### src/dcr_pkg.sv
// ****************************************************************
// Shared constants of the device control register block
// ****************************************************************
package dcr_pkg;
    // Register bus widths
    localparam int DCR_ADDR_W = 8;
    localparam int DCR_DATA_W = 8;
    // Register byte addresses
    localparam logic [7:0] DCR_ADDR_DIV_SYNC = 8'h3d;
    localparam logic [7:0] DCR_ADDR_PLL_PLL_LOCK_RESTART_CMD = 8'h3e;
    localparam logic [7:0] DCR_ADDR_BIAS_CAL = 8'h3f;
    localparam logic [7:0] DCR_ADDR_BANK_EN = 8'h40;
    // Command bit position in each command register
    localparam int DCR_CMD_BIT = 7;
    // Bank enable field positions in the enable register
    localparam int DCR_EN_A_BIT = 3;
    localparam int DCR_EN_B_BIT = 2;
    localparam int DCR_EN_C_BIT = 1;
    localparam int DCR_EN_D_BIT = 0;
    localparam int DCR_EN_W = 4;
    // Reset values
    localparam logic [3:0] DCR_EN_RESET = 4'hf;
    localparam logic [7:0] DCR_RDATA_RESET = 8'h00;
    localparam logic [7:0] DCR_RDATA_ZERO = 8'h00;
    localparam logic [3:0] DCR_EN_PAD_ZERO = 4'h0;
    // Output counts per bank
    localparam int DCR_A_W = 4;
    localparam int DCR_B_W = 4;
    localparam int DCR_C_W = 2;
    // Disabled levels of the outputs
    localparam logic [3:0] DCR_LOW4 = 4'h0;
    localparam logic [3:0] DCR_HIGH4 = 4'hf;
    localparam logic [1:0] DCR_LOW2 = 2'h0;
    localparam logic [1:0] DCR_HIGH2 = 2'h3;
endpackage

### src/dcr_gate_if.sv
`timescale 1ns/10ps
// ****************************************************************
// Carrier between the register core and the output gate
// ****************************************************************
interface dcr_gate_if;
    logic [3:0] bank_en; // Enables A, B, C, D at bits 3..0
    logic bank_d_powerdown; // Whole bank D powered down
    logic bank_d_single_ended_powerdown; // Single-ended D powered down
    logic [3:0] raw_a; // Ungated bank A clocks
    logic [3:0] raw_b; // Ungated bank B clocks
    logic [1:0] raw_c; // Ungated bank C clocks
    logic raw_d0; // Ungated bank D differential clock
    logic raw_d1; // Ungated bank D single-ended clock
    logic [3:0] a_true; // Gated bank A true legs
    logic [3:0] a_comp; // Gated bank A complement legs
    logic [3:0] b_true; // Gated bank B true legs
    logic [3:0] b_comp; // Gated bank B complement legs
    logic [1:0] c_true; // Gated bank C true legs
    logic [1:0] c_comp; // Gated bank C complement legs
    logic d0_true; // Gated bank D true leg
    logic d0_comp; // Gated bank D complement leg
    logic d1_out; // Single-ended D level
    logic d1_oe_n; // Single-ended D enable, low drives
    // Core side
    modport core (output bank_en, bank_d_powerdown, bank_d_single_ended_powerdown,
        raw_a, raw_b, raw_c, raw_d0, raw_d1,
        input a_true, a_comp, b_true, b_comp, c_true, c_comp, d0_true, d0_comp,
        d1_out, d1_oe_n);
    // Gate side
    modport gate (input bank_en, bank_d_powerdown, bank_d_single_ended_powerdown,
        raw_a, raw_b, raw_c, raw_d0, raw_d1,
        output a_true, a_comp, b_true, b_comp, c_true, c_comp, d0_true, d0_comp,
        d1_out, d1_oe_n);
endinterface

### src/dcr_output_gate.sv
`timescale 1ns/10ps
// ****************************************************************
// Bank output gate: forces disabled banks to logic low
// ****************************************************************
module dcr_output_gate
    import dcr_pkg::*;
(
    // Clock and reset
    input wire logic clk_in,
    input wire logic reset_n_in,
    // Link to the register core
    dcr_gate_if.gate gif
);
    logic [3:0] next_a_true; // Next bank A true legs
    logic [3:0] next_a_comp; // Next bank A complement legs
    logic [3:0] next_b_true; // Next bank B true legs
    logic [3:0] next_b_comp; // Next bank B complement legs
    logic [1:0] next_c_true; // Next bank C true legs
    logic [1:0] next_c_comp; // Next bank C complement legs
    logic next_d0_true; // Next bank D true leg
    logic next_d0_comp; // Next bank D complement leg
    logic next_d1_out; // Next single-ended level
    logic next_d1_oe_n; // Next single-ended enable
    logic d_off; // Bank D single-ended output released

    // Next output levels from enables and power-down
    always_comb begin
        next_a_true = gif.bank_en[DCR_EN_A_BIT] ? gif.raw_a : DCR_LOW4;
        next_a_comp = gif.bank_en[DCR_EN_A_BIT] ? ~gif.raw_a : DCR_HIGH4;
        next_b_true = gif.bank_en[DCR_EN_B_BIT] ? gif.raw_b : DCR_LOW4;
        next_b_comp = gif.bank_en[DCR_EN_B_BIT] ? ~gif.raw_b : DCR_HIGH4;
        next_c_true = gif.bank_en[DCR_EN_C_BIT] ? gif.raw_c : DCR_LOW2;
        next_c_comp = gif.bank_en[DCR_EN_C_BIT] ? ~gif.raw_c : DCR_HIGH2;
        d_off = gif.bank_d_powerdown | gif.bank_d_single_ended_powerdown;
        if (gif.bank_en[DCR_EN_D_BIT] && !gif.bank_d_powerdown) begin
            // Bank D running
            next_d0_true = gif.raw_d0;
            next_d0_comp = ~gif.raw_d0;
            next_d1_out = gif.raw_d1;
        end else begin
            // Disabled or powered down: held low
            next_d0_true = 1'b0;
            next_d0_comp = 1'b1;
            next_d1_out = 1'b0;
        end
        // Power-down releases the single-ended pin
        next_d1_oe_n = d_off;
    end

    // Output registers
    always_ff @(posedge clk_in or negedge reset_n_in) begin
        if (!reset_n_in) begin
            gif.a_true <= DCR_LOW4;
            gif.a_comp <= DCR_HIGH4;
            gif.b_true <= DCR_LOW4;
            gif.b_comp <= DCR_HIGH4;
            gif.c_true <= DCR_LOW2;
            gif.c_comp <= DCR_HIGH2;
            gif.d0_true <= 1'b0;
            gif.d0_comp <= 1'b1;
            gif.d1_out <= 1'b0;
            gif.d1_oe_n <= 1'b1;
        end else begin
            gif.a_true <= next_a_true;
            gif.a_comp <= next_a_comp;
            gif.b_true <= next_b_true;
            gif.b_comp <= next_b_comp;
            gif.c_true <= next_c_true;
            gif.c_comp <= next_c_comp;
            gif.d0_true <= next_d0_true;
            gif.d0_comp <= next_d0_comp;
            gif.d1_out <= next_d1_out;
            gif.d1_oe_n <= next_d1_oe_n;
        end
    end

    // Disabled banks A, C, D held low; powered-down single-ended D released; enabled B passes its clock
    bank_a_low_a: assert property (@(posedge clk_in) disable iff (!reset_n_in)
        !gif.bank_en[DCR_EN_A_BIT] |=> (gif.a_true == 4'h0) && (gif.a_comp == 4'hf))
        else $error("bank A not held low while disabled");
    bank_c_low_a: assert property (@(posedge clk_in) disable iff (!reset_n_in)
        !gif.bank_en[DCR_EN_C_BIT] |=> (gif.c_true == 2'h0) && (gif.c_comp == 2'h3))
        else $error("bank C not held low while disabled");
    bank_d_low_a: assert property (@(posedge clk_in) disable iff (!reset_n_in)
        !gif.bank_en[DCR_EN_D_BIT] && !d_off |=> !gif.d1_out && !gif.d1_oe_n && !gif.d0_true)
        else $error("bank D not driven low while disabled");
    single_ended_hiz_a: assert property (@(posedge clk_in) disable iff (!reset_n_in)
        (gif.bank_d_powerdown || gif.bank_d_single_ended_powerdown) |=> gif.d1_oe_n)
        else $error("single-ended D driven while powered down");
    bank_b_run_a: assert property (@(posedge clk_in) disable iff (!reset_n_in)
        gif.bank_en[DCR_EN_B_BIT] |=> (gif.b_true == $past(gif.raw_b)) && (gif.b_comp == ~gif.b_true))
        else $error("bank B not passing its clock while enabled");
endmodule

### src/dcr_device_control.sv
`timescale 1ns/10ps
module dcr_device_control
    import dcr_pkg::*;
(
    // Clock and reset
    input wire logic clk_in,
    input wire logic reset_n_in,
    // Register access port
    input wire logic reg_write_in,
    input wire logic reg_read_in,
    input wire logic [DCR_ADDR_W-1:0] reg_addr_in,
    input wire logic [DCR_DATA_W-1:0] reg_wdata_in,
    output logic [DCR_DATA_W-1:0] reg_rdata_out,
    // Command triggers
    output logic divider_sync_cmd_out,
    output logic pll_lock_restart_cmd_out,
    output logic bias_calibrate_cmd_out,
    // Bank D power-down controls from the bank D block
    input wire logic bank_d_powerdown_in,
    input wire logic bank_d_single_ended_powerdown_in,
    // Ungated bank clocks
    input wire logic [DCR_A_W-1:0] bank_a_clk_in,
    input wire logic [DCR_B_W-1:0] bank_b_clk_in,
    input wire logic [DCR_C_W-1:0] bank_c_clk_in,
    input wire logic bank_d_diff_clk_in,
    input wire logic bank_d_single_ended_clk_in,
    // Bank A outputs
    output logic [DCR_A_W-1:0] bank_a_diff_outputs_true_out,
    output logic [DCR_A_W-1:0] bank_a_diff_outputs_comp_out,
    // Bank B outputs
    output logic [DCR_B_W-1:0] bank_b_diff_outputs_true_out,
    output logic [DCR_B_W-1:0] bank_b_diff_outputs_comp_out,
    // Bank C outputs
    output logic [DCR_C_W-1:0] bank_c_diff_outputs_true_out,
    output logic [DCR_C_W-1:0] bank_c_diff_outputs_comp_out,
    // Bank D outputs
    output logic bank_d_diff_output_true_out,
    output logic bank_d_diff_output_comp_out,
    output logic bank_d_single_ended_out,
    output logic bank_d_single_ended_oe_n_out
);
    // ****************************************************************
    // Helpers
    // ****************************************************************

    // True when a write with the command bit set hits the given address
    function automatic logic cmd_hit(input logic wr, input logic [7:0] addr,
        input logic [7:0] wdata, input logic [7:0] target);
        cmd_hit = wr && (addr == target) && wdata[DCR_CMD_BIT];
    endfunction

    // ****************************************************************
    // Command triggers
    // ****************************************************************

    logic next_sync; // Next divider sync pulse
    logic next_pll_lock_restart_cmd; // Next PLL pll_lock_restart_cmd pulse
    logic next_cal; // Next bias calibration pulse

    // Pulse lasts only the cycle after the setting write
    always_comb begin
        next_sync = cmd_hit(reg_write_in, reg_addr_in, reg_wdata_in,
            DCR_ADDR_DIV_SYNC);
        next_pll_lock_restart_cmd = cmd_hit(reg_write_in, reg_addr_in, reg_wdata_in,
            DCR_ADDR_PLL_PLL_LOCK_RESTART_CMD);
        next_cal = cmd_hit(reg_write_in, reg_addr_in, reg_wdata_in,
            DCR_ADDR_BIAS_CAL);
    end

    // Trigger registers; nothing is stored, so the bits self-clear
    always_ff @(posedge clk_in or negedge reset_n_in) begin
        if (!reset_n_in) begin
            divider_sync_cmd_out <= 1'b0;
            pll_lock_restart_cmd_out <= 1'b0;
            bias_calibrate_cmd_out <= 1'b0;
        end else begin
            divider_sync_cmd_out <= next_sync;
            pll_lock_restart_cmd_out <= next_pll_lock_restart_cmd;
            bias_calibrate_cmd_out <= next_cal;
        end
    end

    // ****************************************************************
    // Bank enable register
    // ****************************************************************

    logic [DCR_EN_W-1:0] bank_en; // Enables A, B, C, D
    logic [DCR_EN_W-1:0] next_bank_en; // Next enables

    // Only the low four bits are kept; reserved bits are dropped
    always_comb begin
        next_bank_en = bank_en;
        if (reg_write_in && (reg_addr_in == DCR_ADDR_BANK_EN)) begin
            next_bank_en = reg_wdata_in[DCR_EN_W-1:0];
        end
    end

    // Enables come out of reset all on
    always_ff @(posedge clk_in or negedge reset_n_in) begin
        if (!reset_n_in) begin
            bank_en <= DCR_EN_RESET;
        end else begin
            bank_en <= next_bank_en;
        end
    end

    // ****************************************************************
    // Read path
    // ****************************************************************

    logic [DCR_DATA_W-1:0] next_rdata; // Next read data

    // Read data updates on a read, holds otherwise
    always_comb begin
        next_rdata = reg_rdata_out;
        if (reg_read_in) begin
            case (reg_addr_in)
                // Command registers always read zero
                DCR_ADDR_DIV_SYNC,
                DCR_ADDR_PLL_PLL_LOCK_RESTART_CMD,
                DCR_ADDR_BIAS_CAL: begin
                    next_rdata = DCR_RDATA_ZERO;
                end
                // Enables in the low bits, reserved bits zero
                DCR_ADDR_BANK_EN: begin
                    next_rdata = {DCR_EN_PAD_ZERO, bank_en};
                end
                // Unmapped addresses read zero
                default: begin
                    next_rdata = DCR_RDATA_ZERO;
                end
            endcase
        end
    end

    // Read data register
    always_ff @(posedge clk_in or negedge reset_n_in) begin
        if (!reset_n_in) begin
            reg_rdata_out <= DCR_RDATA_RESET;
        end else begin
            reg_rdata_out <= next_rdata;
        end
    end

    // ****************************************************************
    // Output gate
    // ****************************************************************

    dcr_gate_if gif ();

    // Drive the gate inputs
    assign gif.bank_en = bank_en;
    assign gif.bank_d_powerdown = bank_d_powerdown_in;
    assign gif.bank_d_single_ended_powerdown = bank_d_single_ended_powerdown_in;
    assign gif.raw_a = bank_a_clk_in;
    assign gif.raw_b = bank_b_clk_in;
    assign gif.raw_c = bank_c_clk_in;
    assign gif.raw_d0 = bank_d_diff_clk_in;
    assign gif.raw_d1 = bank_d_single_ended_clk_in;

    dcr_output_gate u_gate (
        .clk_in(clk_in),
        .reset_n_in(reset_n_in),
        .gif(gif.gate)
    );

    // Gated outputs to the pins
    assign bank_a_diff_outputs_true_out = gif.a_true;
    assign bank_a_diff_outputs_comp_out = gif.a_comp;
    assign bank_b_diff_outputs_true_out = gif.b_true;
    assign bank_b_diff_outputs_comp_out = gif.b_comp;
    assign bank_c_diff_outputs_true_out = gif.c_true;
    assign bank_c_diff_outputs_comp_out = gif.c_comp;
    assign bank_d_diff_output_true_out = gif.d0_true;
    assign bank_d_diff_output_comp_out = gif.d0_comp;
    assign bank_d_single_ended_out = gif.d1_out;
    assign bank_d_single_ended_oe_n_out = gif.d1_oe_n;

    // ****************************************************************
    // Checks
    // ****************************************************************

    // A setting write triggers divider sync on the next cycle
    sync_trigger_a: assert property (@(posedge clk_in) disable iff (!reset_n_in)
        reg_write_in && (reg_addr_in == 8'h3d) && reg_wdata_in[7] |=> divider_sync_cmd_out)
        else $error("divider sync not triggered");
    // Pll_lock_restart_cmd pulse only follows a setting write
    pll_lock_restart_cmd_cause_a: assert property (@(posedge clk_in) disable iff (!reset_n_in)
        pll_lock_restart_cmd_out |-> $past(reg_write_in) && ($past(reg_addr_in) == 8'h3e)
            && $past(reg_wdata_in[7]))
        else $error("pll_lock_restart_cmd pulse without a setting write");
    // Calibration pulse is exactly one cycle for a single write
    cal_single_pulse_a: assert property (@(posedge clk_in) disable iff (!reset_n_in)
        $rose(bias_calibrate_cmd_out) && !(reg_write_in && (reg_addr_in == 8'h3f))
            |=> !bias_calibrate_cmd_out)
        else $error("calibration pulse longer than one cycle");
    // Zero written to the divider sync command bit triggers nothing
    cmd_zero_write_a: assert property (@(posedge clk_in) disable iff (!reset_n_in)
        reg_write_in && (reg_addr_in == 8'h3d) && !reg_wdata_in[7] |=> !divider_sync_cmd_out)
        else $error("zero write triggered divider sync");
    // Command registers read back as zero
    cmd_read_zero_a: assert property (@(posedge clk_in) disable iff (!reset_n_in)
        reg_read_in && (reg_addr_in >= 8'h3d) && (reg_addr_in <= 8'h3f) |=> reg_rdata_out == 8'h00)
        else $error("command register read nonzero");
    // Enable write is read back on a following read
    enable_readback_a: assert property (@(posedge clk_in) disable iff (!reset_n_in)
        reg_write_in && (reg_addr_in == 8'h40) ##1 reg_read_in && (reg_addr_in == 8'h40)
            && !reg_write_in |=> reg_rdata_out == {4'h0, $past(reg_wdata_in[3:0], 2)})
        else $error("bank enables not read back as written");
endmodule

### config.mk
export PLATFORM = sky130hd
export DESIGN_NAME = dcr_device_control
export DESIGN_NICKNAME = d
export VERILOG_FILES = /design/src/dcr_pkg.sv /design/src/dcr_gate_if.sv /design/src/dcr_output_gate.sv /design/src/dcr_device_control.sv
export SDC_FILE = /design/constraint.sdc
export NUM_CORES = 1
export LEC_CHECK = 0
export ABC_AREA = 1
export ABC_CLOCK_PERIOD_IN_PS = 1600
export BUFFER_PORTS_ARGS = -buffer_cell sky130_fd_sc_hd__buf_2
export CORE_MARGIN = 8
export CORE_UTILIZATION = 49
export CTS_BUF_LIST = sky130_fd_sc_hd__clkbuf_4 sky130_fd_sc_hd__clkbuf_8
export DETAILED_ROUTE_END_ITERATION = 8
export PLACE_DENSITY = 0.92
export RECOVER_POWER = 25
export SETUP_SLACK_MARGIN = 0.3
export SYNTH_ARGS = -nofsm -noshare
export SYNTH_HDL_FRONTEND = slang
export SYNTH_HIERARCHICAL = 1
export SYNTH_SLANG_ARGS = --single-unit
### constraint.sdc
create_clock -name clk_in -period 1.6 [get_ports clk_in]
set_clock_uncertainty 0.05 [all_clocks]
set_input_delay 0.16 -clock clk_in [delete_from_list [all_inputs] [get_ports clk_in]]
set_output_delay 0.16 -clock clk_in [all_outputs]
set_load 0.005 [all_outputs]
==> results of run 1 <==
==> placed cells by master, fill, tap and decap left out, drive strengths merged <==
cell | Yosys | routed
dlygate4sd3 | 0 | 19
nor3 | 2 | 2
o21ai | 4 | 4
nand3 | 8 | 8
clkinv | 0 | 1
dfrtp | 19 | 19
or2 | 1 | 1
dfstp | 16 | 16
nand2 | 33 | 33
buf | 4 | 60
conb | 1 | 4
clkbuf | 0 | 8
nor2 | 10 | 10
inv | 21 | 21
nand4 | 2 | 2
==> through the flow <==
step	cell area (sq um)	cells	total power, mW	hold WS [ns]	util
6_report	1860	238	1.56	0.0252	0.743
5_1_grt	1860	238	1.63	0.0201	0.743
4_1_cts	1860	238	1.56	0.000712	0.746
3_5_place_dp	1620	211	1.06	0.190	0.647
3_3_place_gp	1620	211	1.05	0.188	0.647
2_1_floorplan	1300	124	0.981	-0.186	-
==> cells by family (layout without fill, tap and decap cells) <==
logic type             Yosys count  in the layout  synth area share
AND/OR/NAND/NOR                 56             56             0.201
flip-flops                      35             35             0.693
buffers and inverters           25            109            0.0842
AO/OA/AOI/OAI                    4              4            0.0184
other                            1              4           0.00290
==> sequential cells by signal (all words and copies together), names as in the netlist <==
register,flops
bank_en,4
reg_rdata_out,4
u_gate/gif.a_comp,4
u_gate/gif.a_true,4
u_gate/gif.b_comp,4
u_gate/gif.b_true,4
u_gate/gif.c_comp,2
u_gate/gif.c_true,2
bias_calibrate_cmd_out,1
divider_sync_cmd_out,1
pll_lock_restart_cmd_out,1
u_gate/gif.d0_comp,1
u_gate/gif.d0_true,1
u_gate/gif.d1_oe_n,1
u_gate/gif.d1_out,1
==> layout make-up <==
cell class / count / area, sq um
sequential: 35 / 896
fill: 168 / 642
timing repair buffer: 80 / 494
multi-input combinational: 64 / 294
inverter: 21 / 78.8
clock buffer: 7 / 52.6
tap: 30 / 37.5
clock inverter: 1 / 5.00
==> metal layers <==
metal,vias up,global-route usage,share of wire
met5,-,0,0
met4,0,0.110,0.019
met3,5,0.0430,0.10
met2,51,0.295,0.51
met1,494,0.153,0.37
li1,528,-,-
==> power by group through the flow <==
stage | Sequential (mW) | Combinational, mW | Clock, mW
6_report | 0.924 | 0.154 | 0.480
5_1_grt | 0.927 | 0.172 | 0.534
4_1_cts | 0.926 | 0.152 | 0.484
3_5_place_dp | 0.941 | 0.116 | 0
3_3_place_gp | 0.941 | 0.111 | 0
2_1_floorplan | 0.942 | 0.0393 | 0
==> synthesized netlist by cell type <==
cell type,number
nand2_1,31
nand3_2,1
nor3_1,1
nor3_2,1
nand3_1,7
nor2_1,8
dfstp_2,16
nand2_2,2
buf_4,4
o21ai_2,1
inv_2,1
conb_1,1
inv_1,20
nand4_1,2
or2_1,1
dfrtp_1,19
nor2_4,2
o21ai_1,3
==> path summary, 6_finish.rpt <==
| path | to | slack [ns] | start | cells after the start |
|---|---|---|---|---|
| worst min-delay path | bank_en[3]$_DFFE_PN1P_ | 0.03 | reg_wdata_in[3] | 3 |
| worst max-delay path | bank_b_diff_outputs_comp_out[2] | 0.41 | u_gate/gif.b_comp[2]$_DFF_PN1_ | 1 |
| max in group asynchronous | pll_lock_restart_cmd_out$_DFF_PN0_ | 0.65 | reset_n_in | 2 |
| worst max register to register | reg_rdata_out[2]$_DFFE_PN0P_ | 0.60 | bank_en[2]$_DFFE_PN1P_ | 2 |
| min in group asynchronous | u_gate/gif.d0_true$_DFF_PN0_ | 0.38 | reset_n_in | 2 |
| worst min register to register | reg_rdata_out[1]$_DFFE_PN0P_ | 0.46 | reg_rdata_out[1]$_DFFE_PN0P_ | 2 |
==> key figures, run 1 <==
Status
  – Status: completed

STA
  – Unrepaired setup endpoints after global routing: no
  – Tmin final: 1.19 ns
  – # setup viols final: 0
  – Max Freq: 838 MHz
  – Relative slew slack: 0.522
  – Setup WS post-layout: 0.406 ns
  – Tcrit/Tclk final: 0.746
  – Final Hold Vio Count: 0
  – Slew Viols, Final: 0
  – Worst Tran Pin Value: 0.717 ns
  – Fin Setup TNS: 0 ns

Clocking
  – Clk_lat worst skew: 0.33 ns
  – Max Buffers Root-to-Sink: 2
  – CTS sink count: 35
  – # H-tree levels: 2
  – TritonCTS Buffers: 5
  – Setup repair bufs after CTS: 0
  – Hold Buf Count CTS: 19
  – TritonCTS clock tree: yes
  – CTS clk-pin slew, worst paths: 0.10 ns
  – Root buf cell: clkbuf_4
  – Resized Gates After CTS: 0

Worst setup path
  – Crit path cell chain: buf_2
  – CP Launch Type: flop
  – CP Capture Type: output pin
  – CP delay by family, top: flip-flops
  – Critical-path maximum fanout: 1
  – Crit path DAT: 0.98 ns
  – Critical path class: reg2out
  – Critical Path RT: 1.39 ns
  – Slowest Stage Delay on Critical Path: 0.54 ns
  – Critical path buffers and inverters: 1
  – CP max stage cell: dfstp_2

Yosys
  – Mapped Area: 0.00129 sq mm
  – Yosys reg bits: 35
  – Share of the synthesized area in the top cell type: 0.368
  – Syn Inst Count: 121
  – Cell variety after synth: 18
  – Area contributors post-synth: dfrtp_1 37%, dfstp_2 33%, nand2_1 9.0%
  – Post-synthesis sequential area ratio: 0.693
  – Syn Area/Cell: 10.7 sq um
  – Leading area contributor after synthesis: dfrtp_1
  – Synth Warn #: 6

Route
  – Vias per std cell: 4.53
  – DRT antenna net count: 0
  – Pre-antenna DRT Iters: 4
  – Wirelength per Cell: 14.3 microns
  – Via Count: 1078
  – Post-route DRC: 0
  – Routed WL: 3410 microns
  – DR iter-0 viols: 85

Floorplanning
  – Cell Rows: 18
  – Core ar.: 0.00250 sq mm
  – Chip height: 67.4 microns
  – I/O pin cnt: 69
  – Initial Utilization: 0.517
  – Die Wd: 67.4 microns
  – Die area: 0.00454 sq mm

Place
  – DP HPWL: 2270 microns
  – DP Worst Slack: 0.668 ns
  – Port bufs: 61
  – RePlAce Congestion: 0.708

Global routing
  – GRT Overall Usage: 0.161
  – Initial antenna violation count: 0
  – Total gr overflow: 0
  – Vias in the first global route: 1158
  – First-pass GRT wire length: 5320 microns
  – Largest net degree at the start of global routing: 36

Finish
  – Area Growth Syn to Fin: 43.8%
  – Antenna diode count: 0
  – Fraction of layout cells with a size suffix above 1: 0.418
  – Nets: 241

Pwr
  – Int Power: 1.20 mW
  – Clock share of power: 0.308
  – Comb power frac: 0.099
  – Sw frac: 0.233
  – Sequential power share: 0.593
  – Pwr per Cell Area: 839 mW/mm^2
  – Psw: 363 uW
  – Maximum VDD drop: 0.000768 V
  – P_leak: 1.05 nW

Min path
  – Hold Path Class: in2reg

Job
  – Max cap viols: 0
Power figures use the tool's default switching activity.
==> inputs of run 2 (changes only) <==
Settings changed: ABC_CLOCK_PERIOD_IN_PS 1600 to 960, CORE_UTILIZATION 49 to 41, PLACE_DENSITY 0.92 to 0.83.
Clock period 1.6 ns to 0.96 ns, I/O delays scaled along.
==> run 2 against run 1 <==
The flow now finishes with violations (negative hold slack, negative setup slack). Clock power is 130% higher. Power up 89%. Wire length is 4.0% lower. Sequential power is 68% higher. Die area is 15% higher. Sequential cell count did not move. Non-clock buffer count is 3 higher. Count of clock-buffer cells in the layout down 1. Final cell count rose by 7.1%. Critical endpoint is now bank_a_diff_outputs_comp_out[2].
==> key figures, run 2 (synthesized netlist as in run 1, its figures left out) <==
Route
  – Routed WL: 3280 microns (was 3410 microns)
  – DRT antenna net count: 0 (unchanged)
  – Wirelength per Cell: 12.9 microns (was 14.3 microns)
  – Vias per std cell: 4.32 (was 4.53)
  – Post-route DRC: 0 (unchanged)
  – Pre-antenna DRT Iters: 4 (unchanged)
  – Via Count: 1102 (was 1078)
  – DR iter-0 viols: 30 (was 85)

Floorplanning
  – I/O pin cnt: 69 (unchanged)
  – Core ar.: 0.00303 sq mm (was 0.00250 sq mm)
  – Cell Rows: 20 (was 18)
  – Die Wd: 72.1 microns (was 67.4 microns)
  – Initial Utilization: 0.427 (was 0.517)
  – Die area: 0.00520 sq mm (was 0.00454 sq mm)
  – Chip height: 72.1 microns (was 67.4 microns)

Worst setup path
  – Slowest Stage Delay on Critical Path: 0.56 ns (was 0.54 ns)
  – Critical-path maximum fanout: 1 (unchanged)
  – CP Capture Type: output pin (unchanged)
  – CP max stage cell: dfstp_2 (unchanged)
  – Critical path buffers and inverters: 1 (unchanged)
  – Critical Path RT: 0.81 ns (was 1.39 ns)
  – CP Launch Type: flop (unchanged)
  – Critical path class: reg2out (unchanged)
  – Crit path DAT: 0.99 ns (was 0.98 ns)
  – CP delay by family, top: flip-flops (unchanged)
  – Crit path cell chain: buf_6 (was buf_2)

Pwr
  – Maximum VDD drop: 0.000561 V (was 0.000768 V)
  – Int Power: 2.29 mW (was 1.20 mW)
  – Comb power frac: 0.100 (was 0.099)
  – Pwr per Cell Area: 1430 mW/mm^2 (was 839 mW/mm^2)
  – Sequential power share: 0.527 (was 0.593)
  – P_leak: 1.14 nW (was 1.05 nW)
  – Clock share of power: 0.373 (was 0.308)
  – Sw frac: 0.220 (was 0.233)
  – Psw: 647 uW (was 363 uW)

Clocking
  – CTS clk-pin slew, worst paths: 0.11 ns (was 0.10 ns)
  – Clk_lat worst skew: 0.34 ns (was 0.33 ns)
  – TritonCTS clock tree: yes (unchanged)
  – # H-tree levels: 2 (unchanged)
  – Max Buffers Root-to-Sink: 2 (unchanged)
  – Root buf cell: clkbuf_4 (unchanged)
  – CTS sink count: 35 (unchanged)
  – Hold Buf Count CTS: 17 (was 19)
  – TritonCTS Buffers: 5 (unchanged)

Global routing
  – First-pass GRT wire length: 5150 microns (was 5320 microns)
  – GRT Overall Usage: 0.129 (was 0.161)
  – Total gr overflow: 0 (unchanged)
  – Vias in the first global route: 1138 (was 1158)
  – Initial antenna violation count: 0 (unchanged)
  – Largest net degree at the start of global routing: 36 (unchanged)

Finish
  – Layout Utilization: 0.679 (was 0.743)
  – Most common cell after layout, fill and taps aside: buf_2 (unchanged)
  – Register area: 896 sq um (unchanged)
  – Most frequent cells in the layout: 51 x buf_2, 19 x dfrtp_1, 17 x dlygate4sd3_1 (was 60 x buf_2, 31 x nand2_1, 20 x inv_1)
  – Multi-input combinational cell area: 365 sq um (was 294 sq um)
  – Antenna diode count: 0 (unchanged)
  – Fraction of layout cells with a size suffix above 1: 0.592 (was 0.418)
  – Filler cells: 234 (was 168)
  – Design Area, Final: 0.00206 sq mm (was 0.00186 sq mm)
  – Area Growth Syn to Fin: 59.1% (was 43.8%)
  – Nets: 244 (was 241)

STA
  – Worst Hold Margin: -0.104 ns (was 0.0252 ns)
  – Slew Viols, Final: 0 (unchanged)
  – Unrepaired setup endpoints after global routing: yes (was no)
  – Final Hold Vio Count: 13 (was 0)
  – # setup viols final: 30 (was 0)
  – Setup WS post-layout: -0.178 ns (was 0.406 ns)
  – Tcrit/Tclk final: 1.19
  – Max Freq: 879 MHz
  – Fin Setup TNS: -2.36 ns (was 0 ns)
  – Tmin final: 1.14 ns

Place
  – RePlAce Congestion: 0.696 (was 0.708)
  – Port bufs: 61 (unchanged)
  – Post-DP Area: 0.00166 sq mm (was 0.00162 sq mm)
  – DP HPWL: 2130 microns (was 2270 microns)

Status
  – Failing checks: negative hold slack, negative setup slack
  – Status: complete, but fails checks (was completed)

Job
  – Max cap viols: 0 (unchanged)

Min path
  – Hold Path Class: in2reg (unchanged)
-- run 2: cell types whose count changed in the layout (fill, tap and decap cells not counted), moves of 9 or more --
cell and delta:
inv_2 +10, nand2_2 +12, buf_6 +11, buf_2 -9, nand2_1 -16, inv_1 -10
-- run 2: worst paths after layout --
path                                             startpoint                               to  slack [ns]  cells after the start
max                          u_gate/gif.a_comp[2]$_DFF_PN1_  bank_a_diff_outputs_comp_out[2]       -0.18                      1
min                        bank_d_single_ended_powerdown_in     u_gate/gif.d1_oe_n$_DFF_PN1_       -0.10                      2
max reg2reg                          bank_en[2]$_DFFE_PN1P_   u_gate/gif.b_true[1]$_DFF_PN0_        0.04                      3
min reg2reg                    reg_rdata_out[0]$_DFFE_PN0P_     reg_rdata_out[0]$_DFFE_PN0P_        0.44                      2
max in group asynchronous                        reset_n_in           bank_en[3]$_DFFE_PN1P_        0.21                      3
min in group asynchronous                        reset_n_in     reg_rdata_out[1]$_DFFE_PN0P_        0.30                      3
-- run 2: metal layers --
layer / share of wire / global-route usage / vias up
li1: - / - / 536
met1: 0.43 / 0.145 / 503
met2: 0.46 / 0.203 / 56
met3: 0.092 / 0.0579 / 7
met4: 0.018 / 0.0612 / 0
met5: 0 / 0 / -
-- run 2: stage by stage --
step           power (mW)  worst slack, ns  std cells
4_1_cts              2.94           -0.174        254
6_report             2.94           -0.178        255
5_1_grt              3.07           -0.211        255
2_1_floorplan        1.63            0.151        124
3_5_place_dp         1.77           0.0698        226
3_3_place_gp         1.76            0.104        226
-- run 2: cell type report --
type,count,area share
Clock buffer,6,0.0249
Sequential cell,35,0.436
Timing Repair Buffer,83,0.280
Inverter,21,0.0383
Clock inverter,2,0.0170
Tap cell,44,0.0268
Multi-Input combinational cell,64,0.178
-- run 2: power groups by stage --
stage / logic, mW / clock network (mW) / registers [mW]
floorplan: 0.0648 / 0 / 1.57
global placement: 0.197 / 0 / 1.57
detailed placement: 0.203 / 0 / 1.57
CTS: 0.285 / 1.11 / 1.54
global route: 0.330 / 1.18 / 1.55
finish: 0.294 / 1.10 / 1.55
-- run 2: repair_timing --
| action | in CTS | in global routing |
|---|---|---|
| hold endpoints to repair | 70 | 15 |
| setup endpoints to repair | 62 | 62 |
| buffers inserted | 3 | 1 |
| resized for setup | 22 | 21 |
| pin swaps | 6 | 9 |
==> inputs of run 3 (changes only) <==
Settings changed: ABC_AREA 1 to not set, PLACE_DENSITY 0.83 to 0.84.
==> run 3 against run 2 <==
The run still ends with negative hold slack, negative setup slack left. Critical path depth is the same. Area after synthesis shrank 2.6%. Die area shrank 2.0%. Sequential power is essentially flat. Sequential cell count is the same. Synthesized cell count shrank 23%. Via count shrank 7.9%. Power shrank 5.4%. Highest routed layer unchanged.
==> key figures, run 3 <==
Yosys
  – Ys async rst share: 1.00 (unchanged)
  – Yosys reg bits: 35 (unchanged)
  – Synth Warn #: 6 (unchanged)
  – Syn Area/Cell: 13.5 sq um (was 10.7 sq um)
  – Cell variety after synth: 19 (was 18)
  – Most frequent cells after synthesis: 19 x dfrtp_1, 16 x dfstp_2, 16 x nand2_1 (was 31 x nand2_1, 20 x inv_1, 19 x dfrtp_1)
  – Predominant post-synthesis flop cell: dfrtp_1 (unchanged)
  – Area contributors post-synth: dfrtp_1 38%, dfstp_2 33%, and2_1 5.0% (was dfrtp_1 37%, dfstp_2 33%, nand2_1 9.0%)
  – Syn Inst Count: 93 (was 121)
  – EDFF count, synth: 0 (unchanged)
  – Post-synthesis sequential area ratio: 0.712 (was 0.693)
  – Mapped Area: 0.00126 sq mm (was 0.00129 sq mm)
  – Cell with the most instances after synthesis: dfrtp_1 (was nand2_1)
  – Leading area contributor after synthesis: dfrtp_1 (unchanged)
  – Share of the synthesized area in the top cell type: 0.378 (was 0.368)

Floorplanning
  – I/O pin cnt: 69 (unchanged)
  – Die Wd: 71.4 microns (was 72.1 microns)
  – Chip height: 71.4 microns (was 72.1 microns)
  – Initial Utilization: 0.423 (was 0.427)
  – Cell Rows: 20 (unchanged)
  – Core ar.: 0.00298 sq mm (was 0.00303 sq mm)
  – Die area: 0.00510 sq mm (was 0.00520 sq mm)

STA
  – Fin Setup TNS: -2.03 ns (was -2.36 ns)
  – Max Freq: 892 MHz (was 879 MHz)
  – Unrepaired setup endpoints after global routing: yes (unchanged)
  – Slew Viols, Final: 0 (unchanged)
  – Tcrit/Tclk final: 1.17 (was 1.19)
  – Setup WS post-layout: -0.161 ns (was -0.178 ns)
  – Worst Hold Margin: -0.0957 ns (was -0.104 ns)
  – Final Hold Vio Count: 8 (was 13)
  – Tmin final: 1.12 ns (was 1.14 ns)
  – # setup viols final: 28 (was 30)

Pwr
  – P_leak: 1.05 nW (was 1.14 nW)
  – Maximum VDD drop: 0.000530 V (was 0.000561 V)
  – Pwr per Cell Area: 1330 mW/mm^2 (was 1430 mW/mm^2)

Route
  – DR iter-0 viols: 56 (was 30)
  – Via Count: 1015 (was 1102)
  – Vias per std cell: 4.66 (was 4.32)
  – DRT antenna net count: 0 (unchanged)
  – Pre-antenna DRT Iters: 3 (was 4)
  – Post-route DRC: 0 (unchanged)
  – Wirelength per Cell: 16.1 microns (was 12.9 microns)
  – Routed WL: 3510 microns (was 3280 microns)

Clocking
  – Max Buffers Root-to-Sink: 2 (unchanged)
  – CTS clk-pin slew, worst paths: 0.10 ns (was 0.11 ns)
  – # H-tree levels: 2 (unchanged)
  – Hold Buf Count CTS: 12 (was 17)
  – TritonCTS clock tree: yes (unchanged)
  – Clk_lat worst skew: 0.32 ns (was 0.34 ns)
  – Root buf cell: clkbuf_4 (unchanged)
  – TritonCTS Buffers: 5 (unchanged)
  – CTS sink count: 35 (unchanged)

Job
  – Max cap viols: 0 (unchanged)

Global routing
  – Total gr overflow: 0 (unchanged)
  – Initial antenna violation count: 0 (unchanged)
  – Vias in the first global route: 1073 (was 1138)
  – GRT Overall Usage: 0.122 (was 0.129)
  – Largest net degree at the start of global routing: 36 (unchanged)
  – First-pass GRT wire length: 4880 microns (was 5150 microns)

Finish
  – Most common cell after layout, fill and taps aside: buf_2 (unchanged)
  – Most frequent cells in the layout: 48 x buf_2, 19 x dfrtp_1, 16 x dfstp_2 (was 51 x buf_2, 19 x dfrtp_1, 17 x dlygate4sd3_1)
  – Filler cells: 211 (was 234)
  – Layout Utilization: 0.701 (was 0.679)
  – Design Area, Final: 0.00209 sq mm (was 0.00206 sq mm)
  – Antenna diode count: 0 (unchanged)
  – Nets: 218 (was 244)
  – Area Growth Syn to Fin: 65.8% (was 59.1%)
  – Fraction of layout cells with a size suffix above 1: 0.719 (was 0.592)
  – Final cell count without fillers: 218 (was 255)

Worst setup path
  – CP delay by family, top: flip-flops (unchanged)
  – Slowest Stage Delay on Critical Path: 0.55 ns (was 0.56 ns)
  – Critical-path maximum fanout: 1 (unchanged)
  – CP max stage cell: dfstp_2 (unchanged)
  – Crit path DAT: 0.97 ns (was 0.99 ns)
  – Critical Path RT: 0.81 ns (about the same)
  – Critical path buffers and inverters: 1 (unchanged)
  – CP Capture Type: output pin (unchanged)
  – Critical path class: reg2out (unchanged)
  – CP Launch Type: flop (unchanged)
  – Crit path cell chain: buf_6 (unchanged)

Place
  – Placed cells: 189 (was 226)
  – Port bufs: 61 (unchanged)
  – RePlAce Congestion: 0.698 (was 0.696)
  – Post-DP Area: 0.00164 sq mm (was 0.00166 sq mm)
  – DP HPWL: 2120 microns (was 2130 microns)

Status
  – Status: complete, but fails checks (unchanged)
  – Failing checks: negative hold slack, negative setup slack (unchanged)

Min path
  – Hold Path Class: in2reg (unchanged)
## run 3: cell count changes after synthesis, moves of 3 or more
cell     delta
and2_1     +10
inv_1      -14
mux2_2      +4
nand2_1    -15
nand3_1     -7
nor2_1      -8
o21ai_1     -3
o22ai_1     +4
## run 3: power breakdown
part	total (mW)	switching, mW	internal [mW]	leakage, nW
combinational	0.321	0.136	0.185	0.575
sequential	1.55	0.0195	1.53	0.432
clock	0.914	0.455	0.459	0.0420
## run 3: what timing repair did
action / in CTS / in global routing
hold endpoints to repair: 66 / 9
endpoints found under the setup margin: 65 / 65
setup buffers: 5 / 4
pin swaps: 3 / 4
gates resized for setup: 38 / 18
## run 3: final cells by class
cell class	count	area (sq um)	share of cell area
flip-flops and latches	35	896	0.429
clock buffers	8	72.6	0.0348
multi-input cells	50	424	0.203
well taps	33	41.3	0.0198
repair buffers	86	631	0.302
inverters	6	22.5	0.0108
## run 3: metal layers
layer | GRT usage | routed length, microns | part of all wire | vias up
li1 | - | - | - | 472
met1 | 0.124 | 1330 | 0.38 | 492
met2 | 0.208 | 1840 | 0.52 | 47
met3 | 0.0669 | 296 | 0.084 | 4
met4 | 0.0346 | 36 | 0.010 | 0
met5 | 0 | 0 | 0 | -
## run 3: path summary, 6_finish.rpt
path,start,to,slack [ns],cells after the start
hold reg to reg,bank_en[1]$_DFFE_PN1P_,u_gate/gif.c_comp[1]$_DFF_PN1_,0.44,1
min in group asynchronous,reset_n_in,u_gate/gif.b_true[0]$_DFF_PN0_,0.31,3
setup / recovery,u_gate/gif.a_comp[1]$_DFF_PN1_,bank_a_diff_outputs_comp_out[1],-0.16,1
max in group asynchronous,reset_n_in,u_gate/gif.c_comp[0]$_DFF_PN1_,0.20,3
hold / removal,bank_d_single_ended_powerdown_in,u_gate/gif.d1_oe_n$_DFF_PN1_,-0.1,2
setup reg to reg,bank_en[3]$_DFFE_PN1P_,u_gate/gif.a_true[3]$_DFF_PN0_,0,2
## run 3: per-stage QoR
stage	worst slack, ns	power [mW]
3_3_place_gp	-0.149	1.77
6_report	-0.161	2.78
4_1_cts	-0.150	2.75
3_5_place_dp	-0.195	1.78
2_1_floorplan	0.0328	1.63
5_1_grt	-0.203	2.90
## run 3: kinds of logic (layout without fill, tap and decap cells)
logic type,count (synthesis),after routing,synth area share
flops,35,35,0.712
mux,4,4,0.0358
compound gates,4,4,0.0199
other cells,1,4,0.00298
buf+inv,11,100,0.0447
simple gates,38,38,0.185
